===== src/logic/csr_pkg.sv =====
// Shared constants and types for the core special register block
package csr_pkg;

  localparam int ADDR_W = 8;
  localparam int DATA_W = 8;
  localparam int WORD_W = 16;

  // Register offsets on the special register port
  localparam logic [7:0] ADDR_STACK_TOP      = 8'h81;
  localparam logic [7:0] ADDR_INDEX_LOW      = 8'h82;
  localparam logic [7:0] ADDR_INDEX_HIGH     = 8'h83;
  localparam logic [7:0] ADDR_STATUS_WORD    = 8'hd0;
  localparam logic [7:0] ADDR_PRIMARY_OPER   = 8'he0;
  localparam logic [7:0] ADDR_SECOND_OPER    = 8'hf0;

  // Reset values
  localparam logic [15:0] RST_INSTR_COUNTER  = 16'h0000;
  localparam logic [7:0]  RST_STACK_TOP      = 8'h07;
  localparam logic [7:0]  RST_STATUS_WORD    = 8'h00;
  localparam logic [7:0]  RST_BYTE           = 8'h00;
  localparam logic [15:0] RST_WORD           = 16'h0000;
  localparam logic [7:0]  RD_UNMAPPED        = 8'h00;

  // Status word field positions
  localparam int BIT_CARRY   = 7;
  localparam int BIT_HALF    = 6;
  localparam int BIT_USER0   = 5;
  localparam int BIT_BANK_HI = 4;
  localparam int BIT_BANK_LO = 3;
  localparam int BIT_WRAP    = 2;
  localparam int BIT_USER1   = 1;
  localparam int BIT_ODD     = 0;

  // Working register bank placement in internal RAM
  localparam int         BANK_BASE_W = 5;
  localparam logic [2:0] BANK_OFFSET = 3'h0;

  // Steps and divide-by-zero answer
  localparam logic [7:0]  STEP_BYTE      = 8'h01;
  localparam logic [15:0] STEP_WORD      = 16'h0001;
  localparam logic [7:0]  DIV_ZERO_QUOT  = 8'hff;
  localparam logic [7:0]  BYTE_ZERO      = 8'h00;

  typedef enum logic [3:0] {
    CSR_OP_NONE,
    CSR_OP_ADD,
    CSR_OP_ADDC,
    CSR_OP_SUBB,
    CSR_OP_MUL,
    CSR_OP_DIV,
    CSR_OP_AND,
    CSR_OP_OR,
    CSR_OP_XOR,
    CSR_OP_LOAD_ACC,
    CSR_OP_INC_INDEX,
    CSR_OP_LOAD_INDEX,
    CSR_OP_PUSH,
    CSR_OP_POP
  } csr_op_t;

endpackage


===== src/logic/csr_alu8.sv =====
// Add and subtract with carry, half carry and signed overflow flags
`timescale 1ns/1ps
module csr_alu8
  import csr_pkg::*;
#(
  parameter int W = DATA_W
)
(
  input  logic [W-1:0] i_a,
  input  logic [W-1:0] i_b,
  input  logic         i_sub,
  input  logic         i_cin,
  output logic [W-1:0] o_res,
  output logic         o_cy,
  output logic         o_ac,
  output logic         o_ov
);

  localparam int H = W / 2;

  logic [W-1:0] b_eff;
  logic         c_eff;
  logic [W:0]   full;
  logic [H:0]   half;

  // Subtraction as a + ~b + ~borrow; carry out inverted gives borrow
  always_comb
  begin
    b_eff = i_sub ? ~i_b : i_b;
    c_eff = i_sub ? ~i_cin : i_cin;
    full  = {1'b0, i_a} + {1'b0, b_eff} + {{W{1'b0}}, c_eff};
    half  = {1'b0, i_a[H-1:0]} + {1'b0, b_eff[H-1:0]} + {{H{1'b0}}, c_eff};
    o_res = full[W-1:0];
    o_cy  = full[W] ^ i_sub;
    o_ac  = half[H] ^ i_sub;
    o_ov  = (i_a[W-1] == b_eff[W-1]) && (full[W-1] != i_a[W-1]);
  end

endmodule


===== src/logic/csr_core_regs.sv =====
// Core special registers: counter, operands, stack top, status, index
// Overview of operation
// [RULE1] Sixteen-bit instruction counter, not register-mapped, cleared to zero by reset.
// [RULE2] Multiply primary by second operand; low byte to primary, high byte to second.
// [RULE3] Divide primary by second; quotient into primary, remainder into second.
// [RULE4] Stack top resets to 07h, so first push lands at 08h, growing upward.
// [RULE5] Status bits 4 and 3 pick working bank base 00h, 08h, 10h or 18h.
// [RULE6] Carry flag, bit 7, marks carry out of or borrow into top bit.
// [RULE7] Half carry flag, bit 6, marks carry or borrow at bit 3.
// [RULE8] Bit 0 always shows odd count of ones in primary operand.
// [RULE9] Status bits 5 and 1 are software flags that hardware never alters.
// [RULE10] Index word is low byte at 82h and high byte at 83h.
// [RULE11] Index word also loads and increments as one 16-bit quantity.
// [RULE12] Second operand is a plain read/write register outside multiply and divide.
// [RULE13] Primary operand at E0h is source and destination of arithmetic and logic.
// [RULE14] Signed wrap flag, bit 2, marks signed add or subtract overflow.
`timescale 1ns/1ps
module csr_core_regs
  import csr_pkg::*;
(
  input  logic                 i_clk,
  input  logic                 i_rst_n,
  input  logic [ADDR_W-1:0]    i_addr,
  input  logic [DATA_W-1:0]    i_wdata,
  input  logic                 i_wr,
  input  logic                 i_rd,
  output logic [DATA_W-1:0]    o_rdata,
  input  csr_op_t              i_op,
  input  logic [DATA_W-1:0]    i_operand,
  input  logic [WORD_W-1:0]    i_index_value,
  input  logic                 i_pc_advance,
  input  logic                 i_pc_load,
  input  logic [WORD_W-1:0]    i_pc_target,
  output logic [WORD_W-1:0]    o_instr_counter,
  output logic [DATA_W-1:0]    o_primary_operand,
  output logic [DATA_W-1:0]    o_second_operand,
  output logic [DATA_W-1:0]    o_stack_top,
  output logic [DATA_W-1:0]    o_status_word,
  output logic [WORD_W-1:0]    o_data_index,
  output logic [BANK_BASE_W-1:0] o_bank_base
);

  logic [DATA_W-1:0] next_primary;
  logic [DATA_W-1:0] next_second;
  logic [DATA_W-1:0] next_stack_top;
  logic [DATA_W-1:0] next_status;
  logic [WORD_W-1:0] next_index;
  logic [WORD_W-1:0] next_pc;
  logic [DATA_W-1:0] next_rdata;

  logic [DATA_W-1:0] alu_res;
  logic              alu_cy;
  logic              alu_ac;
  logic              alu_ov;
  logic              alu_sub;
  logic              alu_cin;
  logic [WORD_W-1:0] product;

  always_comb
  begin
    alu_sub = (i_op == CSR_OP_SUBB);
    alu_cin = (i_op == CSR_OP_ADD) ? 1'b0 : o_status_word[BIT_CARRY];
  end

  csr_alu8 #(
    .W (DATA_W)
  ) u_alu (
    .i_a   (o_primary_operand),
    .i_b   (i_operand),
    .i_sub (alu_sub),
    .i_cin (alu_cin),
    .o_res (alu_res),
    .o_cy  (alu_cy),
    .o_ac  (alu_ac),
    .o_ov  (alu_ov)
  );

  assign product = WORD_W'(o_primary_operand) * WORD_W'(o_second_operand);

  // Core operation first; a software write in the same cycle overrides it
  always_comb
  begin
    next_primary   = o_primary_operand;
    next_second    = o_second_operand;
    next_stack_top = o_stack_top;
    next_status    = o_status_word;
    next_index     = o_data_index;
    case (i_op)
      CSR_OP_ADD, CSR_OP_ADDC, CSR_OP_SUBB:
      begin
        next_primary           = alu_res;                  // see [RULE13]
        next_status[BIT_CARRY] = alu_cy;                   // see [RULE6]
        next_status[BIT_HALF]  = alu_ac;                   // see [RULE7]
        next_status[BIT_WRAP]  = alu_ov;                   // see [RULE14]
      end
      CSR_OP_MUL:
      begin
        next_primary           = product[DATA_W-1:0];      // see [RULE2]
        next_second            = product[WORD_W-1:DATA_W]; // see [RULE2]
        next_status[BIT_CARRY] = 1'b0;
        next_status[BIT_WRAP]  = (product[WORD_W-1:DATA_W] != BYTE_ZERO);
      end
      CSR_OP_DIV:
      begin
        // Zero divisor: quotient saturates, dividend kept as remainder
        next_status[BIT_CARRY] = 1'b0;
        if (o_second_operand == BYTE_ZERO)
        begin
          next_primary          = DIV_ZERO_QUOT;
          next_second           = o_primary_operand;
          next_status[BIT_WRAP] = 1'b1;
        end
        else
        begin
          next_primary          = o_primary_operand / o_second_operand; // see [RULE3]
          next_second           = o_primary_operand % o_second_operand; // see [RULE3]
          next_status[BIT_WRAP] = 1'b0;
        end
      end
      CSR_OP_AND:
      begin
        next_primary = o_primary_operand & i_operand;      // see [RULE13]
      end
      CSR_OP_OR:
      begin
        next_primary = o_primary_operand | i_operand;      // see [RULE13]
      end
      CSR_OP_XOR:
      begin
        next_primary = o_primary_operand ^ i_operand;      // see [RULE13]
      end
      CSR_OP_LOAD_ACC:
      begin
        next_primary = i_operand;
      end
      CSR_OP_INC_INDEX:
      begin
        next_index = o_data_index + STEP_WORD;             // see [RULE11]
      end
      CSR_OP_LOAD_INDEX:
      begin
        next_index = i_index_value;                        // see [RULE11]
      end
      CSR_OP_PUSH:
      begin
        next_stack_top = o_stack_top + STEP_BYTE;          // see [RULE4]
      end
      CSR_OP_POP:
      begin
        next_stack_top = o_stack_top - STEP_BYTE;
      end
      default:
      begin
        next_primary = o_primary_operand;
      end
    endcase
    if (i_wr)
    begin
      if (i_addr == ADDR_STACK_TOP)
      begin
        next_stack_top = i_wdata;
      end
      else if (i_addr == ADDR_INDEX_LOW)
      begin
        next_index[DATA_W-1:0] = i_wdata;                  // see [RULE10]
      end
      else if (i_addr == ADDR_INDEX_HIGH)
      begin
        next_index[WORD_W-1:DATA_W] = i_wdata;             // see [RULE10]
      end
      else if (i_addr == ADDR_STATUS_WORD)
      begin
        next_status = i_wdata;                             // see [RULE9]
      end
      else if (i_addr == ADDR_PRIMARY_OPER)
      begin
        next_primary = i_wdata;
      end
      else if (i_addr == ADDR_SECOND_OPER)
      begin
        next_second = i_wdata;                             // see [RULE12]
      end
    end
    // Parity is never stored from software; it follows the final primary value
    next_status[BIT_ODD] = ^next_primary;                  // see [RULE8]
  end

  // Load wins over advance when both come in one cycle
  always_comb
  begin
    next_pc = o_instr_counter;
    if (i_pc_load)
    begin
      next_pc = i_pc_target;
    end
    else if (i_pc_advance)
    begin
      next_pc = o_instr_counter + STEP_WORD;
    end
  end

  // Read shows the value before any update in the same cycle
  always_comb
  begin
    next_rdata = RD_UNMAPPED;
    if (i_addr == ADDR_STACK_TOP)
    begin
      next_rdata = o_stack_top;
    end
    else if (i_addr == ADDR_INDEX_LOW)
    begin
      next_rdata = o_data_index[DATA_W-1:0];
    end
    else if (i_addr == ADDR_INDEX_HIGH)
    begin
      next_rdata = o_data_index[WORD_W-1:DATA_W];
    end
    else if (i_addr == ADDR_STATUS_WORD)
    begin
      next_rdata = o_status_word;
    end
    else if (i_addr == ADDR_PRIMARY_OPER)
    begin
      next_rdata = o_primary_operand;                      // see [RULE13]
    end
    else if (i_addr == ADDR_SECOND_OPER)
    begin
      next_rdata = o_second_operand;
    end
  end

  always_ff @(posedge i_clk or negedge i_rst_n)
  begin
    if (!i_rst_n)
    begin
      o_instr_counter <= RST_INSTR_COUNTER;                // see [RULE1]
    end
    else
    begin
      o_instr_counter <= next_pc;
    end
  end

  always_ff @(posedge i_clk or negedge i_rst_n)
  begin
    if (!i_rst_n)
    begin
      o_primary_operand <= RST_BYTE;
      o_second_operand  <= RST_BYTE;
    end
    else
    begin
      o_primary_operand <= next_primary;
      o_second_operand  <= next_second;
    end
  end

  always_ff @(posedge i_clk or negedge i_rst_n)
  begin
    if (!i_rst_n)
    begin
      o_stack_top <= RST_STACK_TOP;                        // see [RULE4]
    end
    else
    begin
      o_stack_top <= next_stack_top;
    end
  end

  always_ff @(posedge i_clk or negedge i_rst_n)
  begin
    if (!i_rst_n)
    begin
      o_status_word <= RST_STATUS_WORD;
      o_bank_base   <= {RST_STATUS_WORD[BIT_BANK_HI:BIT_BANK_LO], BANK_OFFSET};
    end
    else
    begin
      o_status_word <= next_status;
      o_bank_base   <= {next_status[BIT_BANK_HI:BIT_BANK_LO], BANK_OFFSET}; // see [RULE5]
    end
  end

  always_ff @(posedge i_clk or negedge i_rst_n)
  begin
    if (!i_rst_n)
    begin
      o_data_index <= RST_WORD;
    end
    else
    begin
      o_data_index <= next_index;
    end
  end

  // Data stand only in the cycle after the read strobe
  always_ff @(posedge i_clk or negedge i_rst_n)
  begin
    if (!i_rst_n)
    begin
      o_rdata <= RD_UNMAPPED;
    end
    else
    begin
      o_rdata <= i_rd ? next_rdata : RD_UNMAPPED;
    end
  end
endmodule


===== config.mk =====
export PLATFORM = sky130hd
export DESIGN_NAME = csr_core_regs
export DESIGN_NICKNAME = d
export VERILOG_FILES = /design/src/logic/csr_pkg.sv /design/src/logic/csr_alu8.sv /design/src/logic/csr_core_regs.sv
export SDC_FILE = /design/constraint.sdc
export NUM_CORES = 1
export LEC_CHECK = 0
export BUFFER_PORTS_ARGS = -buffer_cell sky130_fd_sc_hd__buf_2
export CORE_AREA = 2 2 135 137
export DETAILED_ROUTE_END_ITERATION = 10
export DIE_AREA = 0 0 137 139
export HOLD_SLACK_MARGIN = 0.02
export MAX_ROUTING_LAYER = met4
export PLACE_DENSITY = 0.82
export RECOVER_POWER = 25
export SLEW_MARGIN = 0
export SYNTH_ARGS = -nofsm -noshare
export SYNTH_HDL_FRONTEND = slang
export SYNTH_SLANG_ARGS = --single-unit

===== constraint.sdc =====
create_clock -name i_clk -period 24.4 [get_ports i_clk]
set_input_delay 2.44 -clock i_clk [delete_from_list [all_inputs] [get_ports i_clk]]
set_output_delay 2.44 -clock i_clk [all_outputs]
set_load 0.05 [all_outputs]

Yosys cells after proc, flatten, opt, wreduce, memory -nomap -nowiden
Index checks and enable logic that the tools add are counted.
Operators by class
  equality and inequality tests: 21
  bitwise gates (word level): 10
  mux-type cells: 47
  reductions and logical operators: 8
  $add $sub $neg: 8
  multiply operators: 1
  div/mod/pow operators: 2
Operators with widths (number)
  2-to-1 mux 8 bit: 33
  2-to-1 mux 16 bit: 4
  one-hot mux 8 bit (7 select lines): 1
  equality test 8 bit, second input constant: 6
  adder 16 x 1 -> 16 bit, second input constant: 2
  one-hot mux 16 bit (2 select lines): 1
  one-hot mux 8 bit (2 select lines): 2
  equality test 4 bit, second input constant: 6
  equality test 4 x 3 -> 1 bit, second input constant: 4
  multiplier 8 x 8 -> 16 bit: 1
  adder 8 x 8 -> 9 bit: 1
  adder 9 x 1 -> 9 bit: 1
  adder 8 x 1 -> 8 bit, second input constant: 1
  bitwise AND 8 bit: 1
  divider 8 x 8 -> 8 bit: 1
  equality test 4 x 2 -> 1 bit, second input constant: 2
  zero test 8 bit: 1
  remainder unit 8 x 8 -> 8 bit: 1
  NOT 8 bit: 1
  OR 8 bit: 1
  nonzero test 8 bit: 1
  parity 8 bit: 1
  subtractor 8 x 1 -> 8 bit, second input constant: 1
  XOR 8 bit: 1
  15 further kinds: 22
Word-level totals
  flip-flop bits (word level): 74
  output and inout port bits: 77

Longest topological paths before layout
  word-level depth: 13
  depth in mapped cells: 57
  depth with buffers taken out: 53

Cells and area by module
A second synthesis with hierarchy kept.
Unflattened totals
  cell total of the unflattened synthesis: 1198
  area, all modules: 9567.9 sq um
Modules (own cells, without submodules)
  csr_core_regs: times used 1, area an instance 9143.8 sq um, cells an instance 1148
  csr_alu8: times used 1, area an instance 424.2 sq um, cells an instance 50

Worst setup path after synthesis
No wires, ideal clock.
  path type: reg-to-reg
  start: register o_second_operand[0]
  end: register o_status_word[0]
  setup time: 0.123 ns
  cell stages (with the launch flop): 49
  required time: 24.277 ns
  slack: 13.154 ns
  arrival: 11.123 ns
  buffers on the path: 2
  path through: dfrtp_1 -> inv_1 -> ha_1 -> a21oi_1 -> a21oi_1 -> ha_1 -> nor4b_1 -> nor4_2 -> o22a_2 -> ha_1 -> o211ai_1 -> a211oi_4 -> mux2_2 -> ha_1 -> or4_1 -> nand2_1 -> nor3_1 -> a21o_1 -> (+13 left out) -> a21oi_1 -> o21ai_0 -> a41oi_1 -> clkbuf_1 -> nand2_1 -> o21ai_0 -> inv_1 -> fa_1 -> nand2b_1 -> a21oi_1 -> o31a_1 -> o31ai_1 -> nand2b_1 -> clkbuf_1 -> nor2_1 -> o31ai_2 -> xnor3_1 -> xnor2_1
Between the ends
  word-level cells in the longest chain between the ends: 10
  elaborated cells between the ends (all ways): 12
  classes of those cells: mul (1); div (1); mux (8); reduce/logical (2)
RTL lines
  start: declaration: line csr_core_regs.sv:36  | output logic [DATA_W-1:0] o_second_operand,
  start signal: assignment: line csr_core_regs.sv:254  | o_second_operand <= next_second;
  divider 8 x 8 -> 8 bit / zero test 8 bit (equally long branches): line csr_core_regs.sv:115, csr_core_regs.sv:107
  2-to-1 mux 8 bit: line csr_core_regs.sv:107  | if (o_second_operand == BYTE_ZERO)
  one-hot mux 8 bit (7 select lines) *: line csr_core_regs.sv:88  | case (i_op)
  2-to-1 mux 8 bit: line csr_core_regs.sv:175  | else if (i_addr == ADDR_PRIMARY_OPER)
  2-to-1 mux 8 bit: line csr_core_regs.sv:171  | else if (i_addr == ADDR_STATUS_WORD)
  2-to-1 mux 8 bit: line csr_core_regs.sv:167  | else if (i_addr == ADDR_INDEX_HIGH)
  2-to-1 mux 8 bit: line csr_core_regs.sv:163  | else if (i_addr == ADDR_INDEX_LOW)
  2-to-1 mux 8 bit: line csr_core_regs.sv:159  | if (i_addr == ADDR_STACK_TOP)
  2-to-1 mux 8 bit *: line csr_core_regs.sv:157  | if (i_wr)
  net next_primary[0]: line csr_core_regs.sv:43  | logic [DATA_W-1:0] next_primary;
  parity 8 bit *: line csr_core_regs.sv:185  | next_status[BIT_ODD] = ^next_primary;
  net next_status[0]: line csr_core_regs.sv:46  | logic [DATA_W-1:0] next_status;
  end signal: assignment: line csr_core_regs.sv:279  | o_status_word <= next_status;
  end: declaration: line csr_core_regs.sv:38  | output logic [DATA_W-1:0] o_status_word,
Mark *: on every way through the listed nets, which the timed path passes. The rest lies on a longest branch.
A chain may end at the register's enable or synchronous reset.

Final worst setup path
  start: register o_second_operand[7]
  end: register o_status_word[0]
Between the ends
  word-level cells in the longest chain between the ends: 10
  elaborated cells between the ends (all ways): 12
  classes of those cells: mul (1); div (1); mux (8); reduce/logical (2)
RTL lines (line)
  divider 8 x 8 -> 8 bit / zero test 8 bit (equally long branches): csr_core_regs.sv:115, csr_core_regs.sv:107
  2-to-1 mux 8 bit *: csr_core_regs.sv:107
  one-hot mux 8 bit (7 select lines) *: csr_core_regs.sv:88
  2-to-1 mux 8 bit: csr_core_regs.sv:175
  2-to-1 mux 8 bit: csr_core_regs.sv:171
  2-to-1 mux 8 bit: csr_core_regs.sv:167
  2-to-1 mux 8 bit: csr_core_regs.sv:163
  2-to-1 mux 8 bit: csr_core_regs.sv:159
  2-to-1 mux 8 bit *: csr_core_regs.sv:157
  net next_primary[0]: csr_core_regs.sv:43
  parity 8 bit *: csr_core_regs.sv:185
  net next_status[0]: csr_core_regs.sv:46
Marked as above.

==> summary.md <==
| Metric | Value |
|---|---|
| Status | `finished, violations left` |
| Failing checks | `capacitance limit, slew limit` |
| Async SR Flop Fraction | `100%` |
| Max Fclk | `80.9 MHz` |
| Mean Syn Cell Area | `8.14 um2` |
| Rel. slew slack | `-167%` |
| 1st-iter DRT viols | `1194` |
| CP Capture Type | `flip-flop` |
| Crit-path max cell delay | `0.62 ns` |
| CTS tree | `built` |
| Kind of critical path | `reg -> reg` |
| RD Place Congestion | `0.980` |
| Post-CTS Hold Buffers | `0` |
| FF-to-FF setup slack | `12.04 ns` |
| # setup viols final | `0` |
| CP max stage cell | `dfrtp_1` |
| H-tree levels | `3` |
| Vias in the first global route | `8998` |
| Hold_ws | `0.538 ns` |
| Post_cts resized | `0` |
| Worst Path Required | `24.61 ns` |
| CTS Buf Count | `9` |
| Fraction of layout cells with a size suffix above 1 | `17.1%` |
| Post-DR vias/cell | `6.33` |
| Largest net degree at the start of global routing | `73` |
| Worst slew pin tran | `4.00 ns` |
| Critical path endpoint | `o_status_word[0]` |
| Post-DP HPWL | `23000 um` |
| Antenna Cells | `0` |
| Post-CTS Setup Bufs | `0` |
| Fillers | `1546` |
| Port buffer count | `139` |
| Worst-case clock buffer depth | `2` |
| Startpoint class of the critical path | `flip-flop` |
| Synth top area share | `18.0%` |
| R2R Path Start | `o_second_operand[7]` |
| Crit path depth | `48` |
| P&R area growth vs syn | `11.5%` |
| Post-route antenna net violation count | `0` |
| Setup tns final | `0 ns` |
| Worst reg2reg path depth | `48` |
| CTS Root Cell | `clkbuf_16` |
| Max Slew Vio Count | `73` |
| # DRC | `0` |
| Initial Utilization | `54.2%` |
| Die Y-Extent | `139 um` |
| Clock latency at the later pin of the worst-skew pair | `0.33 ns` |
| Initial antenna violation count | `0` |
| Syn. warnings | `0` |
| Die area | `19000 um2` |
| Core footprint | `17700 um2` |
| CP top delay family | `compound AO/OA/AOI/OAI gates` |
| Synth Register Bits | `72` |
| Die Width | `137 um` |
| Post-synth cell types | `88` |
| CP startpoint | `o_second_operand[7]` |
| Final hold viol count | `0` |
| Clock Sinks | `72` |
| Vias | `9570` |
| Ports | `143` |
| Routed wire length | `30600 um` |
| Overflow after GRT | `0` |
| Cells after synthesis | `1176` |
| CP arrival | `12.57 ns` |
| Mapped Area | `9570 um2` |
| Site Rows | `49` |
| Worst clock skew | `0.00829 ns` |
| Number of synthesized flops with an enable pin | `0` |
| Final Cycle Share | `50.7%` |
| Finished Core Util | `60.4%` |
| Synth Flop Type | `dfrtp_1` |
| RR Endpoint | `o_status_word[0]` |
| CP dominant cell by count | `ha_1` |
| Critical Path Fanout Max | `16` |
| Final Net Count | `1493` |
| Largest area contributor in the netlist | `dfrtp_1` |
| DR pass1 iterations | `9` |
| Largest cells by area after synthesis | `dfrtp_1, ha_1, fa_1, a21oi_1, nor2_1` |
| Most numerous cell in the Yosys netlist | `nor2_1` |
| First-pass GRT wire length | `47300 um` |
| Seq/Total Area, Yosys | `18.9%` |
| Gr usage total | `32.6%` |
| Synth cell count leaders | `nor2_1, ha_1, nand2_1, a21oi_1, inv_1` |
| RSZ-0062 raised after global routing | `no` |
| Min-Delay Path Class | `reg -> reg` |
| Reg clk slew, reported paths | `0.06 ns` |
| Period minus WS final | `12.36 ns` |
| Max-cap violation count | `1` |
| CP Buf/Inv Count | `2` |
| Wire length per cell | `20.2 um` |
==> cell families (layout without fill, tap and decap cells) <==
logic type                 Yosys count  count (layout)  share of synthesized area (%)
other                                1               3                         0.0392
muxes                               36              36                           4.20
DFF                                 72              72                           18.9
buffers and inverters              144             250                           6.12
adders and majority gates          148             148                           22.5
and+or+nand+nor                    388             388                           20.0
AOI/OAI and AO/OA                  320             320                           21.9
xor gates and xnor gates            67              67                           6.42
==> per-stage QoR <==
stage | setup slack [ns] | std cells | instance area (um2)
global route | 11.23 | 1513 | 10700
finish | 12.04 | 1513 | 10700
global placement | 12.73 | 1497 | 10400
CTS | 12.27 | 1513 | 10700
floorplan | 13.15 | 1178 | 9580
detailed placement | 12.29 | 1497 | 10400
==> metal layers <==
metal | routed length (um) | vias to the layer above | track usage, %
met5 | 0 | - | -
met4 | 1190 | 0 | 12.9
met3 | 3170 | 122 | 6.62
met2 | 14100 | 566 | 50.1
met1 | 12100 | 4494 | 42.0
li1 | - | 4388 | -
==> worst min-delay path by stage <==
stage                      from          endpoint  slack, ns  depth (start not counted)
2_1_floorplan    o_stack_top[2]    o_stack_top[2]       0.67                          2
3_3_place_gp   o_status_word[1]  o_status_word[1]       0.51                          1
3_5_place_dp   o_status_word[5]  o_status_word[5]       0.53                          1
4_1_cts        o_status_word[5]  o_status_word[5]       0.54                          1
5_1_grt        o_status_word[5]  o_status_word[5]       0.56                          1
6_report       o_status_word[5]  o_status_word[5]       0.54                          1
==> layout make-up <==
class | instances | area (um2) | share of cell area [%]
Multi-Input combinational cell | 962 | 7190 | 67.4
Sequential cell | 72 | 1810 | 16.9
Timing Repair Buffer | 149 | 766 | 7.18
Inverter | 85 | 319 | 2.99
Tap cell | 229 | 287 | 2.69
Clock buffer | 10 | 239 | 2.24
Clock inverter | 6 | 66.3 | 0.622
==> state kept, by name, summed over array words and instances (netlist names) <==
name and cells:
o_instr_counter 16, o_primary_operand 8, o_bank_base 1, o_rdata 8, o_second_operand 8, o_stack_top 8, o_status_word 7, o_data_index 16
==> layout by cell type (no fill, tap or decap), types with 5 or more instances in the layout <==
cell type,synthesis,final
fa_1,40,40
o22a_1,6,6
xnor2_1,43,43
nand4_1,7,7
xor2_1,22,22
ha_1,108,108
a211oi_1,6,6
buf_4,7,9
a21oi_1,93,93
o211ai_1,9,9
nor2b_1,21,21
or3_1,10,10
clkbuf_16,0,9
nor2_1,124,124
and3_1,12,12
nor3_1,32,32
o21ai_0,62,62
a21o_1,10,10
mux2_2,21,21
nand2_1,107,107
dfrtp_1,69,69
buf_2,9,138
a221oi_1,14,14
a31oi_1,12,12
mux2i_1,12,12
nor3b_1,5,5
o22ai_1,15,15
o21a_1,19,19
o21ai_1,9,9
nand2b_1,11,11
inv_1,82,82
or2_2,6,6
and2_1,6,6
nand3_1,18,18
and4_1,5,5
a22oi_1,10,10
Power is not shown: default switching activity piles up to over one toggle a cycle in this logic, so the estimate is an artifact.
